`src/rtl/i2c_seq_cfg.svh`:
```
`ifndef I2C_SEQ_CFG_SVH
`define I2C_SEQ_CFG_SVH

// ****************************************************************
// Timing
// ****************************************************************
// System clock period and nominal bus bit time, both in nanoseconds.
// The bit time is a fast-mode rate, which keeps a full frame short in cycles.
`define CLK_PERIOD_NS   5
`define BIT_TIME_NS     2500
// Each bit is split into four quarters; a quarter is the smallest bus step.
`define QTR_TIME_NS     (`BIT_TIME_NS / 4)
`define QTR_CYCLES      ((`QTR_TIME_NS + `CLK_PERIOD_NS - 1) / `CLK_PERIOD_NS)
`define DIV_W           10

// ****************************************************************
// Byte layout
// ****************************************************************
// Fixed top five bits of the first byte addressed to a 10-bit slave.
`define TENBIT_PREFIX   5'h1E
`define PREFIX_MSB      7
`define PREFIX_LSB      3
`define RW_BIT          0
`define BYTE_MSB        7
`define LAST_PHASE      2'h3
`define SAMPLE_PHASE    2'h2

`endif

```
`src/rtl/i2c_seq_pkg.sv`:
```
package i2c_seq_pkg;

  // ****************************************************************
  // Sequencer states
  // ****************************************************************
  typedef enum logic [2:0] {
    ST_IDLE   = 3'b000,
    ST_START  = 3'b001,
    ST_TX     = 3'b010,
    ST_TXACK  = 3'b011,
    ST_RX     = 3'b100,
    ST_RXWAIT = 3'b101,
    ST_RXACK  = 3'b110,
    ST_HOLD   = 3'b111
  } seq_st_type;

  // ****************************************************************
  // Register state of the sequencer
  // ****************************************************************
  typedef struct packed {
    seq_st_type  st;
    logic        stopping;
    logic [1:0]  phase;
    logic [2:0]  bitcnt;
    logic [7:0]  shift;
    logic [7:0]  data;
    logic        data_full;
    logic [7:0]  rx_data;
    logic        rx_full;
    logic        start_p;
    logic        stop_p;
    logic        nack_flag;
    logic        ack_status;
    logic        ack_valid;
    logic        arb_lost;
    logic        is_read;
    logic        addr_phase;
    logic        in_frame;
    logic        ten_bit;
    logic        nak_q;
    logic        sda_oe;
    logic        scl_oe;
    logic        sda_m;
    logic        sda_s;
    logic        scl_m;
    logic        scl_s;
  } seq_state_type;

  // Quarter-bit divider state.
  typedef struct packed {
    logic [9:0] cnt;
    logic       tick;
  } div_state_type;

endpackage : i2c_seq_pkg

```
`src/rtl/i2c_tick_divider.sv`:
```
`timescale 1ns/1ps
`include "i2c_seq_cfg.svh"

module i2c_tick_divider
  import i2c_seq_pkg::*;
(
  // Clock and reset
  input  wire logic clk,
  input  wire logic rst_n,
  // Control and enable output
  input  wire logic run,
  output logic      tick
);

  div_state_type s_q;
  div_state_type s_d;

  // ****************************************************************
  // Quarter-bit enable
  // ****************************************************************
  // Counter restarts while run is low, so the first quarter after enable is full length; it runs on freely in the idle state.
  always_comb
  begin
    s_d      = s_q;
    s_d.tick = 1'b0;
    if (!run)
    begin
      s_d.cnt = '0;
    end
    else if (s_q.cnt == `DIV_W'(`QTR_CYCLES - 1))
    begin
      s_d.cnt  = '0;
      s_d.tick = 1'b1;
    end
    else
    begin
      s_d.cnt = s_q.cnt + `DIV_W'(1);
    end
  end

  // State register.
  always_ff @(posedge clk)
  begin
    if (!rst_n)
    begin
      s_q <= '0;
    end
    else
    begin
      s_q <= s_d;
    end
  end

  assign tick = s_q.tick;

endmodule : i2c_tick_divider

```
`src/rtl/i2c_master_transfer_sequencer.sv`:
```
`timescale 1ns/1ps
`include "i2c_seq_cfg.svh"

module i2c_master_transfer_sequencer
  import i2c_seq_pkg::*;
(
  // Clock and reset
  input  wire logic       clk,
  input  wire logic       rst_n,
  // Control
  input  wire logic       controller_enable,
  input  wire logic       tx_irq_enable,
  input  wire logic       start_set,
  input  wire logic       stop_set,
  input  wire logic       nak_ctl,
  input  wire logic       arb_clr,
  // Data path
  input  wire logic       tx_wr,
  input  wire logic [7:0] tx_data,
  input  wire logic       rx_rd,
  output logic      [7:0] rx_data,
  // Status
  output logic            tx_data_empty,
  output logic            rx_data_full,
  output logic            nack_irq_flag,
  output logic            ack_status,
  output logic            ack_valid,
  output logic            arb_lost,
  output logic            start_pending,
  output logic            stop_pending,
  output logic            busy,
  output logic            ten_bit_addr,
  output logic            irq,
  // Bus pins, open drain
  input  wire logic       sda_in,
  output logic            sda_out,
  output logic            sda_oe,
  input  wire logic       scl_in,
  output logic            scl_out,
  output logic            scl_oe
);

  seq_state_type s_q;
  seq_state_type s_d;
  logic          tick;
  logic          adv;
  logic          last;
  logic          sample;

  // ****************************************************************
  // Quarter-bit timing
  // ****************************************************************
  i2c_tick_divider u_div (
    .clk   (clk),
    .rst_n (rst_n),
    .run   (controller_enable),
    .tick  (tick)
  );

  // The sample quarter stalls only while SCL is driven low here and reads low; a released SCL always advances.
  assign adv    = tick & ((s_q.phase != `SAMPLE_PHASE) | s_q.scl_s | ~s_q.scl_oe);
  assign last   = adv & (s_q.phase == `LAST_PHASE);
  assign sample = adv & (s_q.phase == `SAMPLE_PHASE);

  // ****************************************************************
  // Sequencer
  // ****************************************************************
  // Software clears come first, hardware next, software sets last so that
  // a set arriving with a clear is never lost.
  always_comb
  begin
    s_d       = s_q;
    s_d.sda_m = sda_in;
    s_d.scl_m = scl_in;
    s_d.sda_s = s_q.sda_m;
    s_d.scl_s = s_q.scl_m;
    if (rx_rd)
    begin
      s_d.rx_full = 1'b0;
    end
    if (arb_clr)
    begin
      s_d.arb_lost = 1'b0;
    end
    if (adv)
    begin
      s_d.phase = s_q.phase + 2'h1;
    end
    // Master addressing looks only at the byte itself, never at a mode setting.
    case (s_q.st)
      ST_IDLE:
      begin
        s_d.phase    = 2'h0;
        s_d.in_frame = 1'b0;
        if (!controller_enable)
        begin
          s_d.start_p = 1'b0;
          s_d.stop_p  = 1'b0;
        end
        else if (s_q.start_p && s_q.data_full)
        begin
          s_d.st = ST_START;
        end
        else if (s_q.stop_p)
        begin
          s_d.stop_p = 1'b0;
        end
      end
      ST_START:
      begin
        if (last)
        begin
          s_d.shift      = s_q.data;
          s_d.start_p    = 1'b0;
          s_d.ack_valid  = 1'b0;
          s_d.addr_phase = 1'b1;
          s_d.in_frame   = 1'b1;
          s_d.ten_bit    = (s_q.data[`PREFIX_MSB:`PREFIX_LSB] == `TENBIT_PREFIX);
          s_d.is_read    = s_q.data[`RW_BIT];
          s_d.bitcnt     = 3'h7;
          s_d.st         = ST_TX;
        end
      end
      ST_TX:
      begin
        if (sample && s_q.shift[`BYTE_MSB] && !s_q.sda_s)
        begin
          s_d.arb_lost = 1'b1;
          s_d.start_p  = 1'b0;
          s_d.phase    = 2'h0;
          s_d.st       = ST_IDLE;
        end
        else if (last)
        begin
          if (s_q.bitcnt == 3'h7)
          begin
            s_d.data_full = 1'b0;
          end
          s_d.shift  = {s_q.shift[6:0], 1'b0};
          s_d.bitcnt = s_q.bitcnt - 3'h1;
          if (s_q.bitcnt == 3'h0)
          begin
            s_d.st = ST_TXACK;
          end
        end
      end
      ST_TXACK:
      begin
        if (sample)
        begin
          s_d.ack_status = ~s_q.sda_s;
          s_d.ack_valid  = 1'b1;
        end
        if (last)
        begin
          s_d.addr_phase = 1'b0;
          s_d.bitcnt     = 3'h7;
          if (!s_q.ack_status)
          begin
            s_d.nack_flag = 1'b1;
            s_d.data_full = 1'b0;
            s_d.st        = ST_HOLD;
          end
          else if (s_q.addr_phase && s_q.is_read)
          begin
            s_d.st = ST_RX;
          end
          else
          begin
            s_d.st = ST_HOLD;
          end
        end
      end
      ST_RX:
      begin
        if (sample)
        begin
          s_d.shift = {s_q.shift[6:0], s_q.sda_s};
        end
        if (last)
        begin
          s_d.bitcnt = s_q.bitcnt - 3'h1;
          if (s_q.bitcnt == 3'h0)
          begin
            s_d.rx_data = s_q.shift;
            s_d.rx_full = 1'b1;
            s_d.st      = ST_RXWAIT;
          end
        end
      end
      ST_RXWAIT:
      begin
        // SCL stays low until the byte is read, giving software time to set NAK.
        s_d.phase = 2'h0;
        if (!s_q.rx_full)
        begin
          s_d.nak_q = nak_ctl;
          s_d.st    = ST_RXACK;
        end
      end
      ST_RXACK:
      begin
        if (last)
        begin
          s_d.bitcnt = 3'h7;
          if (s_q.nak_q)
          begin
            s_d.nack_flag = 1'b1;
            s_d.st        = ST_HOLD;
          end
          else
          begin
            s_d.st = ST_RX;
          end
        end
      end
      ST_HOLD:
      begin
        s_d.phase = 2'h0;
        if (s_q.stopping)
        begin
          if (last)
          begin
            s_d.stop_p    = 1'b0;
            s_d.nack_flag = 1'b0;
            s_d.stopping  = 1'b0;
            s_d.st        = ST_IDLE;
          end
          else
          begin
            s_d.phase = s_q.phase + {1'b0, adv};
          end
        end
        else if (s_q.stop_p || !controller_enable)
        begin
          s_d.stopping  = 1'b1;
          s_d.data_full = s_q.data_full & ~s_q.nack_flag;
        end
        else if (s_q.start_p && s_q.data_full)
        begin
          s_d.st = ST_START;
        end
        else if (!s_q.nack_flag && !s_q.is_read && s_q.data_full)
        begin
          s_d.shift  = s_q.data;
          s_d.bitcnt = 3'h7;
          s_d.st     = ST_TX;
        end
        // Otherwise the bus waits with SCL low.
      end
      default:
      begin
        s_d.st = ST_IDLE;
      end
    endcase
    // Software sets.
    if (tx_wr)
    begin
      s_d.data      = tx_data;
      s_d.data_full = 1'b1;
    end
    if (start_set)
    begin
      s_d.start_p = 1'b1;
    end
    if (stop_set)
    begin
      s_d.stop_p = 1'b1;
    end
    // Pin drive follows the next state so both enables leave flip-flops.
    case (s_d.st)
      ST_START:
      begin
        s_d.scl_oe = (s_d.in_frame && s_d.phase == 2'h0) || s_d.phase == 2'h3;
        s_d.sda_oe = s_d.phase[1];
      end
      ST_TX:
      begin
        s_d.scl_oe = ~s_d.phase[1];
        s_d.sda_oe = ~s_d.shift[`BYTE_MSB];
      end
      ST_TXACK, ST_RX:
      begin
        s_d.scl_oe = ~s_d.phase[1];
        s_d.sda_oe = 1'b0;
      end
      ST_RXACK:
      begin
        s_d.scl_oe = ~s_d.phase[1];
        s_d.sda_oe = ~s_d.nak_q;
      end
      ST_RXWAIT:
      begin
        s_d.scl_oe = 1'b1;
        s_d.sda_oe = 1'b0;
      end
      ST_HOLD:
      begin
        // Stop: SDA low under low SCL, raise SCL, then release SDA.
        s_d.scl_oe = ~(s_d.stopping && s_d.phase != 2'h0);
        s_d.sda_oe = ~(s_d.stopping && s_d.phase[1]);
      end
      default:
      begin
        s_d.scl_oe = 1'b0;
        s_d.sda_oe = 1'b0;
      end
    endcase
  end

  // State register; idle bus lines read high after reset.
  always_ff @(posedge clk)
  begin
    if (!rst_n)
    begin
      s_q       <= '0;
      s_q.sda_m <= 1'b1;
      s_q.sda_s <= 1'b1;
      s_q.scl_m <= 1'b1;
      s_q.scl_s <= 1'b1;
    end
    else
    begin
      s_q <= s_d;
    end
  end

  // ****************************************************************
  // Outputs
  // ****************************************************************
  assign tx_data_empty = ~s_q.data_full;
  assign irq           = controller_enable & ((tx_irq_enable & ~s_q.data_full)
                         | s_q.nack_flag | s_q.rx_full | s_q.arb_lost);
  assign rx_data       = s_q.rx_data;
  assign rx_data_full  = s_q.rx_full;
  assign nack_irq_flag = s_q.nack_flag;
  assign ack_status    = s_q.ack_status;
  assign ack_valid     = s_q.ack_valid;
  assign arb_lost      = s_q.arb_lost;
  assign start_pending = s_q.start_p;
  assign stop_pending  = s_q.stop_p;
  assign busy          = (s_q.st != ST_IDLE);
  assign ten_bit_addr  = s_q.ten_bit;
  assign sda_out       = 1'b0;
  assign sda_oe        = s_q.sda_oe;
  assign scl_out       = 1'b0;
  assign scl_oe        = s_q.scl_oe;

endmodule : i2c_master_transfer_sequencer

```
`config.mk`:
```
export PLATFORM = sky130hd
export DESIGN_NAME = i2c_master_transfer_sequencer
export DESIGN_NICKNAME = d
export VERILOG_FILES = /design/src/rtl/i2c_seq_pkg.sv /design/src/rtl/i2c_tick_divider.sv /design/src/rtl/i2c_master_transfer_sequencer.sv
export VERILOG_INCLUDE_DIRS = /design/src /design/src/rtl
export SDC_FILE = /design/constraint.sdc
export NUM_CORES = 1
export LEC_CHECK = 0
export BUFFER_PORTS_ARGS = -buffer_cell sky130_fd_sc_hd__buf_2
export CAP_MARGIN = 10
export CORE_MARGIN = 2
export CORE_UTILIZATION = 29
export CTS_CLUSTER_SIZE = 12
export DETAILED_ROUTE_END_ITERATION = 10
export PLACE_DENSITY = 0.53
export SYNTH_ARGS = -nofsm -noshare
export SYNTH_HDL_FRONTEND = slang
export SYNTH_SLANG_ARGS = --single-unit
export TNS_END_PERCENT = 20
```
`constraint.sdc`:
```
create_clock -name clk -period 2.4 [get_ports clk]
set_input_delay 0.12 -clock clk [delete_from_list [all_inputs] [get_ports clk]]
set_output_delay 0.12 -clock clk [all_outputs]
set_load 0.005 [all_outputs]
```
==> impl_metrics.yaml <==
status:
  outcome: "finished, final reports clean"
synthesis:
  synth_area_um2: 3200
  synth_edf_count: 0
  synthArstFlopShare_pct: 0
  ys.flop_type: "dfxtp_1"
  avgSynthCellArea_um2: 8.50
  ys_ff_latch: 63
  yosysWarningCount: 0
  synthDistinctLibCells: 60
  synth_cells: 376
  yosysSeqAreaShare_pct: 39.5
detailed_routing:
  drc_errors: 0
  vias: 2886
  postRouteAntennaNets: 0
  drt_iter0_drc: 172
  route.detailed.wl_per_inst_um: 14.9
  wl_um: 8600
  firstDrtPassIters: 7
  via_per_inst: 5.01
timing:
  period_minus_slack_ps: 2300
  worstMarginPinSlew_ps: 587
  finalMaxSlewViolations: 0
  setup_viol: 0
  clock.fmax_mhz: 435
  fin_skew_ps: 8.85
  hold_violations: 0
  slew-limit-headroom_pct: 60.6
  fin_crit_sh_pct: 95.8
  layout_setup_ws_ps: 101
power_and_ir_drop:
  pwr-share-clk_pct: 40.7
  power_switching_share_pct: 25.3
  power_per_cell_area_nw_per_um2: 525
  p_sw_mw: 0.513
  p_int_mw: 1.52
  pwr-share-seq_pct: 53.4
  p_leak_nw: 1.59
  power_mw: 2.03
  vdd_drop_max_v: 0.000221
  power_frac_comb_pct: 6.0
worst_setup_path:
  cp_max_fo: 10
  worstPathArrival_ps: 2520
  r2r_end: "scl_oe$_SDFF_PN0_"
  worstPathRequired_ps: 2620
  start_kind: "register"
  r2r-start: "s_q[49]$_SDFF_PN0_"
  critPathLaunch: "s_q[49]$_SDFF_PN0_"
  path_class: "register to register"
  r2r_setup_slack_ps: 100
  endpoint_kind: "register"
  critPathCapture: "scl_oe$_SDFF_PN0_"
  r2r_cells: 7
global_route:
  met3_usage_pct: 4.18
  busiest_layer: "met2"
  gr-total-overflow: 0
  grt_max_degree: 43
  grt_pass1_vias: 2764
  grt_pass1_wl_um: 13900
  grt_use_total_pct: 15.4
  grt_use_met1_pct: 20.3
  global_route.usage.met2_pct: 24.3
  antenna_found_initial: 0
job:
  drv_cap: 0
place:
  dp_hpwl_um: 6320
  portBuffers: 40
  dp_slack_ps: -52.6
  gp_congestion: 0.910
  place_inst: 554
clock_network:
  clock_latency_ps: 340
  clk_path_buf_depth: 2
  clk_pin_slew_worst_paths_ps: 70
  cts_tree: "yes"
  clock-sinks: 63
  cts-buffers-inserted: 9
  root_buffer: "clkbuf_8"
  cts_max_level: 3
floorplan:
  rows: 38
  die_x_um: 109
  dieArea_um2: 11900
  die_h_um: 109
  core_area_um2: 10800
  ios: 43
  start_util_pct: 29.6
finish:
  drive_gt1_share_pct: 22.7
  nets: 460
  stdcell_count: 576
  num_antenna_cells: 0
  area_growth_pct: 20.8
min_path:
  hp-start: "tx_data[7]"
  hold_class: "input port to register"
critical path, cell delays in order (launching register included):
cell,delay [ps]
dfxtp_1,600
nand2_1,210
a311oi_2,290
a311oi_1,80
and4_4,220
or4_1,520
a21oi_2,190
a311oi_2,60
logic make-up (layout without fill, tap and decap cells):
family,after synthesis,in the layout,synth area share [%]
AOI/OAI and AO/OA,74,74,16.1
muxes,16,16,5.01
and+or+nand+nor,162,162,26.0
other,1,2,0.117
adders and majority gates,8,8,3.13
buffers and inverters,43,102,7.75
DFF,63,63,39.5
xor gates and xnor gates,9,9,2.47
Yosys cell counts (2+ instances only):
master,number,area [um^2]
o21ai_0,11,55.1
a21oi_1,20,100
clkbuf_1,10,37.5
a222oi_1,7,70.1
buf_2,4,20.0
nor2_1,56,210
inv_1,12,45.0
a211oi_1,6,45.0
a311oi_2,2,30.0
a21o_1,3,22.5
nand4_1,4,25.0
buf_6,3,33.8
or4_1,2,15.0
ha_1,8,100
and2_1,4,25.0
dfxtp_1,63,1260
nand3_1,20,100
nor2b_1,9,56.3
nor4_1,3,18.8
mux2i_1,16,160
a31oi_1,7,43.8
and3_1,7,43.8
nand2_1,19,71.3
nor3_1,9,45.0
buf_4,12,90.1
o211a_1,2,20.0
nand3b_1,3,22.5
xor2_1,8,70.1
o21ai_1,2,10.0
nand2b_1,13,81.3
a311oi_1,2,17.5
registers in the layout, summed over array words and instances, names as in the netlist:
signal and flops:
rx_data_full 1, u_div.s_q 10, u_div.tick 1, scl_oe 1
ack_status 1, arb_lost 1, ten_bit_addr 1, s_d 2
ack_valid 1, stop_pending 1, s_q 32, nack_irq_flag 1
rx_data 8, start_pending 1, sda_oe 1
layer usage:
metal	vias up	wire length (um)
li1	1431	-
met1	1366	4060
met2	76	3880
met3	13	526
met4	0	127
met5	-	0
worst min-delay path by stage:
stage                                end  slack, ps  depth (start not counted)
finish              s_q[34]$_SDFFE_PN0P_         10                          3
global route        s_q[33]$_SDFFE_PN0P_          7                          3
CTS                 s_q[34]$_SDFFE_PN0P_       0.08                          3
detailed placement     s_d[0]$_SDFF_PN1_        320                          2
global placement       s_d[2]$_SDFF_PN1_        310                          2
floorplan              s_q[0]$_SDFF_PN1_        190                          1
metrics by stage:
| stage | util (%) | setup TNS (ps) | hold slack [ps] | cell area, um^2 |
|---|---|---|---|---|
| floorplan | - | 0 | 193 | 3200 |
| global placement | 33.3 | 0 | 314 | 3590 |
| detailed placement | 33.3 | -52.6 | 317 | 3590 |
| CTS | 35.5 | 0 | 0.0818 | 3830 |
| global route | 35.8 | -5.50 | 6.83 | 3860 |
| finish | 35.8 | 0 | 11.2 | 3860 |
final cells by class:
| type | count | area [um^2] |
|---|---|---|
| Clock buffer | 10 | 138 |
| Fill cell | 1099 | 6930 |
| Clock inverter | 5 | 33.8 |
| Tap cell | 140 | 175 |
| Inverter | 14 | 66.3 |
| Timing Repair Buffer | 73 | 460 |
| Multi-Input combinational cell | 271 | 1720 |
| Sequential cell | 63 | 1260 |
cells in the final DEF (no fill, tap or decap), types with 2 or more instances in the layout:
master,synthesis,routed
nor4_1,3,2
a211oi_1,6,6
a21o_1,3,3
nand4_1,4,4
dlygate4sd3_1,0,5
mux2i_1,16,16
dfxtp_2,0,2
clkbuf_8,0,10
o21ai_1,2,3
nor3_1,9,9
o21ai_0,11,10
buf_4,12,28
nand2b_1,13,13
or4_1,2,2
clkinv_2,0,2
xor2_1,8,8
o211a_1,2,2
a311oi_2,2,3
a31oi_1,7,7
a222oi_1,7,7
nor2b_1,9,9
buf_2,4,40
and2_1,4,4
nor2_1,56,56
clkinvlp_4,0,2
nand2_1,19,18
ha_1,8,7
conb_1,1,2
and3_1,7,7
inv_1,12,12
a21oi_1,20,19
dfxtp_1,63,61
nand3b_1,3,3
nand3_1,20,20
power by group through the flow:
stage / registers (mW) / logic, mW / clock network, mW
CTS: 1.08 / 0.122 / 0.855
global route: 1.08 / 0.135 / 0.907
finish: 1.08 / 0.121 / 0.825
detailed placement: 1.11 / 0.115 / 0
global placement: 1.11 / 0.114 / 0
floorplan: 1.10 / 0.0804 / 0
repair_timing:
| action | in CTS | in global routing |
|---|---|---|
| pin swaps | 1 | 5 |
| endpoints found under the hold margin | 5 | 0 |
| resized for setup | 0 | 11 |
| hold buffers | 5 | 0 |
| cloned | 0 | 0 |
| setup buffers | 2 | 0 |
| endpoints found under the setup margin | 1 | 3 |
No activity file was read; power rests on OpenSTA's default activity.
